[config.mk]
export PLATFORM = sky130hd
export DESIGN_NAME = clock_path_and_sync_config
export DESIGN_NICKNAME = d
export VERILOG_FILES = /design/src/design/clk_path_pkg.sv /design/src/design/ref_divider.sv /design/src/design/clock_path_and_sync_config.sv
export SDC_FILE = /design/constraint.sdc
export NUM_CORES = 1
export LEC_CHECK = 0
export ABC_CLOCK_PERIOD_IN_PS = 3600
export BUFFER_PORTS_ARGS = -buffer_cell sky130_fd_sc_hd__buf_2
export CORE_ASPECT_RATIO = 0.8
export CORE_MARGIN = 3
export CORE_UTILIZATION = 30
export DETAILED_ROUTE_END_ITERATION = 10
export MAX_ROUTING_LAYER = met4
export SYNTH_ARGS = -nofsm -noshare
export SYNTH_HDL_FRONTEND = slang
export SYNTH_SLANG_ARGS = --single-unit
[constraint.sdc]
create_clock -name core_clk_i -period 3.6 [get_ports core_clk_i]
set_input_delay 0.54 -clock core_clk_i [delete_from_list [all_inputs] [get_ports core_clk_i]]
set_output_delay 0.54 -clock core_clk_i [all_outputs]
set_load 0.02 [all_outputs]
[src/design/clk_path_pkg.sv]
// Package with register offsets, field positions and reset values for the clock path block
package clk_path_pkg;
  localparam int ADDR_W = 8;
  localparam int DATA_W = 32;
  localparam logic [ADDR_W-1:0] OUTPUT_FEATURE_CONTROL_OFS = 8'h01;
  localparam logic [ADDR_W-1:0] PLL_CLOCK_PATH_CONFIG_OFS = 8'h02;
  // output_feature_control fields
  localparam int RAMP_OUT_EN_BIT = 13;
  localparam int SYNC_OUT_EN_BIT = 11;
  localparam int SYNC_INVERT_BIT = 10;
  localparam logic [DATA_W-1:0] OFC_WRITE_MASK = 32'h0000_2c00;
  localparam logic [DATA_W-1:0] OFC_RESET = 32'h0000_0800;
  // pll_clock_path_config fields
  localparam int DIV_RESET_BIT = 22;
  localparam int DIV_SEL_HI = 21;
  localparam int DIV_SEL_LO = 20;
  localparam int DOUBLER_EN_BIT = 19;
  localparam int PLL_EN_BIT = 18;
  localparam int DIV_EN_BIT = 17;
  localparam int DOUBLER_EDGE_BIT = 16;
  localparam int FB_N_HI = 15;
  localparam int FB_N_LO = 8;
  localparam logic [DATA_W-1:0] PCC_WRITE_MASK = 32'h007f_ff00;
  localparam logic [DATA_W-1:0] PCC_RESET = 32'h0000_1900;
  localparam logic [7:0] FB_N_MIN = 8'h0a;
  localparam logic [7:0] FB_N_DEFAULT = 8'h19;
  localparam int DIV_CNT_W = 3;
endpackage : clk_path_pkg

[src/design/ref_divider.sv]
// Reference clock divider by 1, 2, 4 or 8 with synchronous restart
`timescale 1ns/100ps
module ref_divider #(
  parameter int CNT_W = clk_path_pkg::DIV_CNT_W
) (
  input wire logic core_clk_i, // System clock
  input wire logic nrst_i, // Synchronous reset, active low
  input wire logic ref_tick_i, // One pulse per reference clock edge
  input wire logic restart_i, // Restart the divider phase
  input wire logic [1:0] sel_i, // Ratio code
  output logic tick_o // Divided reference tick
);
  import clk_path_pkg::*;

  logic [CNT_W-1:0] cnt;
  logic [CNT_W-1:0] next_cnt;
  logic [CNT_W-1:0] last;

  always_comb begin
    last = CNT_W'((1 << sel_i) - 1);
    next_cnt = cnt;
    tick_o = 1'b0;
    if (restart_i) begin
      next_cnt = '0;
    end else if (ref_tick_i) begin
      if (cnt >= last) begin
        next_cnt = '0;
        tick_o = 1'b1;
      end else begin
        next_cnt = cnt + 1'b1;
      end
    end
  end

  always_ff @(posedge core_clk_i) begin
    if (!nrst_i) begin
      cnt <= '0;
    end else begin
      cnt <= next_cnt;
    end
  end
endmodule : ref_divider

[src/design/clock_path_and_sync_config.sv]
// Clock path and sync output configuration registers with their output controls
`timescale 1ns/100ps
module clock_path_and_sync_config (
  input wire logic core_clk_i, // 40 MHz system clock
  input wire logic nrst_i, // Synchronous reset, active low
  input wire logic wr_en_i, // Register write strobe
  input wire logic [clk_path_pkg::ADDR_W-1:0] addr_i, // Register offset
  input wire logic [clk_path_pkg::DATA_W-1:0] wdata_i, // Write data
  output logic [clk_path_pkg::DATA_W-1:0] rdata_o, // Read data, registered
  input wire logic ref_tick_i, // Reference clock edge pulse
  input wire logic sync_clk_int_i, // Internal sync clock level
  input wire logic ramp_limit_i, // Internal ramp-limit-reached level
  output logic ramp_limit_reached_pin_o, // Ramp-limit pin output
  output logic ramp_limit_reached_pin_oe_o, // Ramp-limit pin output enable
  output logic sync_clk_pin_o, // Sync clock pin
  output logic pll_ref_tick_o, // Reference tick after divider
  output logic doubler_on_o, // Doubler circuit active
  output logic pll_enable_o, // PLL powered
  output logic sysclk_from_pll_o, // System clock taken from PLL
  output logic [7:0] pll_mult_n_o, // Feedback N in use
  output logic fb_n_invalid_o // Programmed N below valid range
);
  import clk_path_pkg::*;

  // Configuration words as software sees them
  logic [DATA_W-1:0] ofc;
  logic [DATA_W-1:0] pcc;
  logic [DATA_W-1:0] next_ofc;
  logic [DATA_W-1:0] next_pcc;
  logic ofc_hit;
  logic pcc_hit;
  // Read path
  logic [DATA_W-1:0] next_rdata;
  // Divider control taken from the clock path word
  logic div_restart;
  logic div_tick;
  logic [1:0] div_sel;
  logic div_enable;
  logic [7:0] fb_n;
  // Next values of the registered outputs
  logic next_ref_tick;
  logic next_ramp;
  logic next_ramp_oe;
  logic next_sync;
  logic next_doubler;
  logic next_pll_en;
  logic next_sysclk_pll;
  logic [7:0] next_mult_n;
  logic next_n_invalid;

  // Only writable bits survive a write; open and reserved bits read back zero
  function automatic logic [DATA_W-1:0] masked_write(input logic [DATA_W-1:0] d,
                                                     input logic [DATA_W-1:0] m);
    masked_write = d & m;
  endfunction : masked_write

  // Address decode shared by the write and read paths
  function automatic logic reg_hit(input logic [ADDR_W-1:0] a,
                                   input logic [ADDR_W-1:0] ofs);
    reg_hit = (a == ofs);
  endfunction : reg_hit

  always_comb begin
    ofc_hit = reg_hit(addr_i, OUTPUT_FEATURE_CONTROL_OFS);
    pcc_hit = reg_hit(addr_i, PLL_CLOCK_PATH_CONFIG_OFS);
  end

  // Register file; the reset bit is a strobe and never stays set
  always_comb begin
    next_ofc = ofc;
    next_pcc = pcc;
    next_pcc[DIV_RESET_BIT] = 1'b0;
    div_restart = 1'b0;
    if (wr_en_i && ofc_hit) begin
      next_ofc = masked_write(wdata_i, OFC_WRITE_MASK);
    end else if (wr_en_i && pcc_hit) begin
      next_pcc = masked_write(wdata_i, PCC_WRITE_MASK);
      next_pcc[DIV_RESET_BIT] = 1'b0;
      div_restart = wdata_i[DIV_RESET_BIT];
    end
  end

  always_ff @(posedge core_clk_i) begin
    if (!nrst_i) begin
      ofc <= OFC_RESET;
      pcc <= PCC_RESET;
    end else begin
      ofc <= next_ofc;
      pcc <= next_pcc;
    end
  end

  // Read data follows the address one edge later
  always_comb begin
    if (ofc_hit) begin
      next_rdata = ofc;
    end else if (pcc_hit) begin
      next_rdata = pcc;
    end else begin
      next_rdata = '0;
    end
  end

  always_ff @(posedge core_clk_i) begin
    if (!nrst_i) begin
      rdata_o <= '0;
    end else begin
      rdata_o <= next_rdata;
    end
  end

  assign div_sel = pcc[DIV_SEL_HI:DIV_SEL_LO];
  assign div_enable = pcc[DIV_EN_BIT];
  assign fb_n = pcc[FB_N_HI:FB_N_LO];

  ref_divider #(
    .CNT_W(DIV_CNT_W)
  ) u_ref_divider (
    .core_clk_i(core_clk_i),
    .nrst_i(nrst_i),
    .ref_tick_i(ref_tick_i),
    .restart_i(div_restart),
    .sel_i(div_sel),
    .tick_o(div_tick)
  );

  // Bypass also goes through a flop, so both paths have the same latency
  always_comb begin
    next_ref_tick = div_enable ? div_tick : ref_tick_i;
  end

  always_ff @(posedge core_clk_i) begin
    if (!nrst_i) begin
      pll_ref_tick_o <= 1'b0;
    end else begin
      pll_ref_tick_o <= next_ref_tick;
    end
  end

  // Ramp-limit pin; enable low leaves the pin undriven
  always_comb begin
    next_ramp_oe = ofc[RAMP_OUT_EN_BIT];
    next_ramp = ofc[RAMP_OUT_EN_BIT] & ramp_limit_i;
  end

  always_ff @(posedge core_clk_i) begin
    if (!nrst_i) begin
      ramp_limit_reached_pin_o <= 1'b0;
      ramp_limit_reached_pin_oe_o <= 1'b0;
    end else begin
      ramp_limit_reached_pin_o <= next_ramp;
      ramp_limit_reached_pin_oe_o <= next_ramp_oe;
    end
  end

  // Internal sync clock keeps running; only the pin is gated
  always_comb begin
    next_sync = ofc[SYNC_OUT_EN_BIT] & (sync_clk_int_i ^ ofc[SYNC_INVERT_BIT]);
  end

  always_ff @(posedge core_clk_i) begin
    if (!nrst_i) begin
      sync_clk_pin_o <= 1'b0;
    end else begin
      sync_clk_pin_o <= next_sync;
    end
  end

  // Doubler needs both of its bits
  always_comb begin
    next_doubler = pcc[DOUBLER_EN_BIT] & pcc[DOUBLER_EDGE_BIT];
  end

  always_ff @(posedge core_clk_i) begin
    if (!nrst_i) begin
      doubler_on_o <= 1'b0;
    end else begin
      doubler_on_o <= next_doubler;
    end
  end

  // PLL power and system clock source move together
  always_comb begin
    next_pll_en = pcc[PLL_EN_BIT];
    next_sysclk_pll = pcc[PLL_EN_BIT];
  end

  always_ff @(posedge core_clk_i) begin
    if (!nrst_i) begin
      pll_enable_o <= 1'b0;
      sysclk_from_pll_o <= 1'b0;
    end else begin
      pll_enable_o <= next_pll_en;
      sysclk_from_pll_o <= next_sysclk_pll;
    end
  end

  // Out-of-range N is kept as written but flagged, so software can see it
  always_comb begin
    next_mult_n = fb_n;
    next_n_invalid = fb_n < FB_N_MIN;
  end

  always_ff @(posedge core_clk_i) begin
    if (!nrst_i) begin
      pll_mult_n_o <= FB_N_DEFAULT;
      fb_n_invalid_o <= 1'b0;
    end else begin
      pll_mult_n_o <= next_mult_n;
      fb_n_invalid_o <= next_n_invalid;
    end
  end
endmodule : clock_path_and_sync_config

Yosys cells after proc, flatten, opt, wreduce, memory -nomap -nowiden

Cells that the tools add are included.

Bits in registers: 67
Input port bits: 46
Output and inout bits: 48
Word-level logic and storage cells: 43

Add/subtract/negate cells: 2
Order comparisons: 2
Eq/ne operators: 2
Shifts and indexed selects: 1
Mux-type cells: 9
Bitwise operators: 7
Reductions and logical operators: 6

Operators by type and width:

| cell                                                                  | number |
|---|---|
| 14-bit 2-to-1 mux                                                     | 2 |
| 8-bit by 1-bit equality test with 1-bit output, second input constant | 1 |
| 8-bit by 2-bit equality test with 1-bit output, second input constant | 1 |
| 8-bit by 4-bit < comparator with 1-bit output, second input constant  | 1 |
| 1-bit 2-to-1 mux                                                      | 6 |
| 2-bit OR reduction                                                    | 2 |
| 3-bit by 1-bit adder with 3-bit output, second input constant         | 1 |
| 1-bit bitwise AND                                                     | 3 |
| 3-bit >= comparator                                                   | 1 |
| 3-bit 2-to-1 mux                                                      | 1 |
| 1-bit inverter                                                        | 3 |
| 3-bit OR reduction                                                    | 1 |
| 1-bit by 2-bit left shift with 3-bit output, first input constant     | 1 |
| 3-bit by 2-bit subtractor with 3-bit output, second input constant    | 1 |
| 1-bit logical AND                                                     | 2 |
| 2-bit AND reduction                                                   | 1 |
| 1-bit bitwise XOR                                                     | 1 |

Depth between registers and ports, before layout

Depth after elaboration: 7
Depth in mapped cells: 6

Modules after synthesis

Synthesis repeated with hierarchy kept, for this count alone.

Cell total of the unflattened synthesis: 194
Area total of the unflattened synthesis: 1,965.6 um^2

Modules (own cells, without submodules):

| module                     | instances | cells each | area an instance (um^2) |
|---|---|---|---|
| clock_path_and_sync_config | 1         | 165        | 1,704.1 |
| ref_divider                | 1         | 29         | 261.5 |

Worst setup path after synthesis

OpenSTA, ideal clock, no wires.

Path type: register -> register
From: register pcc[21]
To: register u_ref_divider.cnt[0]
Library setup time: 0.064 ns
Data arrival time: 1.615 ns
Required time: 3.536 ns
Setup slack: 1.921 ns
Stages on the path, launching flop included: 7
Buffers on the path: 0
Clock period less this slack: 1.679 ns
Cells stage by stage: dfxtp_1 or2_2 ha_1 nand2b_1 a2111oi_0 o2bb2ai_1 nor2_1

Word-level cells in the longest chain between the ends: 4

RTL lines:

| item                                        | line                             | RTL |
|---|---|---|
| from (decl)                                 | clock_path_and_sync_config.sv:27 | `logic [DATA_W-1:0] pcc;` |
| from (signal assigned)                      | clock_path_and_sync_config.sv:89 | `pcc <= next_pcc;` |
| 1-bit by 2-bit left shift with 3-bit output | ref_divider.sv:20                | `last = CNT_W'((1 << sel_i) - 1);` |
| 3-bit by 2-bit subtractor with 3-bit output | ref_divider.sv:20                |  |
| 3-bit >= comparator                         | ref_divider.sv:26                | `if (cnt >= last) begin` |
| 3-bit 2-to-1 mux                            | ref_divider.sv:26                |  |
| to (signal assigned)                        | ref_divider.sv:39                | `cnt <= next_cnt;` |
| to (decl)                                   | ref_divider.sv:15                | `logic [CNT_W-1:0] cnt;` |

Every way passes these cells.
A chain may end at the register's enable or synchronous reset.

Worst setup path in the final report

Ends and elaborated chain as after synthesis.

==> key figures <==
Synth
  – Syn Std Cell Area: 1850 um^2
  – Number of enable flip-flop cells after synthesis: 0
  – Yosys reg bits: 49
  – Synth Flop Type: sky130_fd_sc_hd__dfxtp_1
  – Ys Warns: 0
  – Count of distinct cell types in the synthesized netlist: 36
  – Post-synthesis instance total: 191
  – Seq/Total Area, Yosys: 0.529
  – Mean cell area of the mapped netlist: 9.70 um^2
  – Ys async rst share: 0

Finish
  – Core Util, Final: 0.385
  – Share of final-layout standard cells stronger than drive strength 1: 0.279
  – Count of nets after finishing: 297
  – Fillers: 592
  – Ant. Diodes: 0
  – Multi-input logic area: 728 um^2
  – Footprint of the flip-flops and latches: 981 um^2
  – Number of cells in the finished layout apart from fillers: 325
  – Area growth syn-to-layout: 18.4%

STA
  – Min setup slack post-route: 1.76 ns
  – Worst slew margin relative to its limit: 0.561
  – Final Hold Viols: 0
  – Number of endpoints failing setup at the final stage: 0
  – Final number of max-transition violations: 0
  – Worst setup skew after layout: 0.00684 ns
  – Tmin final: 1.84 ns
  – Final worst-path cycle share: 0.511
  – Worst slew pin tran: 0.657 ns
  – Achievable frequency: 0.544 GHz
  – Setup TNS: 0 ns
  – Setup repair after global routing missed its margin: no

Clock network
  – CTS buffer count: 5
  – Resize count post-CTS: 0
  – CTS H-Tree Depth: 2
  – Clock-pin slew reported for the worst setup and hold paths after clock tree synthesis: 0.08 ns
  – Root buffer selected by CTS: sky130_fd_sc_hd__clkbuf_8
  – Post-CTS Hold Buffers: 0
  – Clock latency on the worst-skew pair: 0.29 ns
  – Clock sink total: 49
  – TritonCTS clock tree: built
  – Post-CTS setup buffers: 0
  – Max Root-Sink Buffers: 2

Power and ir drop
  – Power density over cell area: 418 nW/um^2
  – Power share of the clock group: 0.344
  – Worst ir drop on vdd: 134 uV
  – Switching part of the total power: 0.220
  – Int Pwr: 714 uW
  – Combinational cell fraction of total power: 0.061
  – Switching power of the nets: 202 uW
  – Sequential power share: 0.595
  – Tot Pwr: 916 uW
  – Total leakage power: 1.04 nW

GRT
  – Overflow after GRT: 0
  – Global-route wire length before repair: 5.71 mm
  – Number of antenna violations at the first check in global routing: 0
  – All-Layer GR Usage: 0.107
  – Vias in the first global route: 1188
  – Maximum number of pins on one net before global-route repair: 30

Placed design
  – Post-placement worst setup slack: 1.50 ns
  – Port Buf Inserts: 58
  – Sum of net half-perimeters after detailed placement: 2.74 mm
  – Routability cong.: 0.738
  – Dpl cells: 318

Critical path
  – Crit path DAT: 2.07 ns
  – Critical path type: flip-flop to flip-flop
  – Cell with the largest stage delay on the worst path: sky130_fd_sc_hd__a2111oi_0
  – Required time of the worst setup path: 3.83 ns
  – Register-to-register setup slack: 1.76 ns
  – Maximum net fanout on the critical path: 5
  – Category of the worst setup path capture point: flip-flop
  – CP peak stage delay: 0.41 ns
  – Largest delay contributor family on the critical path: simple AND/OR/NAND/NOR gates
  – Buffer and inverter count on the worst path: 0
  – Crit-path cells: or2_2 -> ha_1 -> nand2b_1 -> a2111oi_0 -> o2bb2ai_1 -> nor2_1
  – CP startpoint kind: flip-flop

Detailed routing
  – Antenna-violating nets left: 0
  – DRC Markers: 0
  – Post-Route WL: 3.68 mm
  – 1st-iter DRT viols: 59
  – Via-per-instance ratio: 4.20
  – Drt wl/cell: 11.3 um
  – Number of vias after detailed routing: 1364
  – DRT Pass-1 Iters: 4

Min path
  – Type of the most critical hold path: input port to flip-flop

Floorplanning
  – Initial core utilization: 0.325
  – Die span in y: 76.3 um
  – Io pins: 94
  – Num rows: 24
  – Core footprint: 5710 um^2
  – Die area: 7160 um^2
  – Die Span X: 93.9 um

Run status
  – Result of the run: completed

Job
  – Maximum Capacitance Violations: 0
==> cell usage after synthesis (2+ instances only) <==
cell,instances,share of area
sky130_fd_sc_hd__a21oi_1,6,0.016
sky130_fd_sc_hd__a32o_1,2,0.011
sky130_fd_sc_hd__and2_1,19,0.064
sky130_fd_sc_hd__and3_1,4,0.014
sky130_fd_sc_hd__and3_2,2,0.0081
sky130_fd_sc_hd__buf_4,19,0.077
sky130_fd_sc_hd__clkbuf_1,2,0.0041
sky130_fd_sc_hd__clkbuf_2,2,0.0054
sky130_fd_sc_hd__dfxtp_1,49,0.53
sky130_fd_sc_hd__ha_1,4,0.027
sky130_fd_sc_hd__inv_1,3,0.0061
sky130_fd_sc_hd__nand2_1,27,0.055
sky130_fd_sc_hd__nand2b_1,5,0.017
sky130_fd_sc_hd__nand3_1,8,0.022
sky130_fd_sc_hd__nor2_1,11,0.022
sky130_fd_sc_hd__o21ai_0,5,0.014
sky130_fd_sc_hd__o21ai_1,3,0.0081
sky130_fd_sc_hd__xor2_1,2,0.0095
==> placed cells by master (no fill, tap or decap), drive strengths merged <==
cell type	n
o21ai	8
nor4	2
nor4b	1
nand3	8
and3	6
nor2b	1
clkbuf	7
mux2i	1
o21a	1
nand2	27
o2bb2ai	1
a32o	2
xor2	2
nand2b	5
inv	3
xnor2	1
and2	19
a2111oi	1
or2	1
a311oi	1
a21o	1
nor2	11
buf	58
nand4	1
a21oi	6
conb	18
ha	4
a22o	1
dfxtp	49
==> registers in the layout (all words and copies together), names as in the netlist, 3 cells and up <==
name / count
pll_mult_n_o: 8
ofc: 3
rdata_o: 14
u_ref_divider.cnt: 3
pcc: 14
==> layout make-up <==
| cell class | instances | area share |
|---|---|---|
| flip-flops and latches | 49 | 0.447 |
| clock buffers | 7 | 0.0393 |
| multi-input cells | 130 | 0.332 |
| well taps | 78 | 0.0445 |
| inverters | 3 | 0.00513 |
| repair buffers | 58 | 0.132 |
==> cells by family after synthesis <==
kind of cell / count (synthesis) / synth area share
AOI/OAI and AO/OA: 22 / 0.0756
xor gates and xnor gates: 3 / 0.0142
adders and majority gates: 4 / 0.0270
buffers and inverters: 29 / 0.112
DFF: 49 / 0.529
muxes: 1 / 0.00540
other: 1 / 0.00202
and+or+nand+nor: 82 / 0.234
==> final timing paths <==
path / startpoint / to / cells after the start
worst max-delay path: pcc[21] / u_ref_divider.cnt[0] / 6
worst min-delay path: wdata_i[22] / pll_ref_tick_o / 2
worst max register to register: pcc[21] / u_ref_divider.cnt[0] / 6
worst min register to register: pcc[18] / rdata_o[18] / 1
==> per-stage QoR <==
stage               area [um^2]  hold slack, ns
finish                     2190           0.456
global route               2190           0.449
CTS                        2190           0.435
detailed placement         2110           0.443
global placement           2110           0.432
floorplan                  1920           0.421
==> routing by layer <==
metal | part of all wire | GRT usage
met4 | 0.016 | 0.0476
met2 | 0.41 | 0.149
met3 | 0.11 | 0.0415
met1 | 0.46 | 0.135
met5 | 0 | -
==> power groups by stage <==
stage	Clock, mW	Sequential (mW)	Combinational, mW
after floorplan	0	0.560	0.0459
after global placement	0	0.558	0.0553
after detailed placement	0	0.558	0.0561
after CTS	0.331	0.546	0.0560
after global routing	0.351	0.546	0.0607
final	0.315	0.545	0.0556
(Power assumes the default switching activity.)
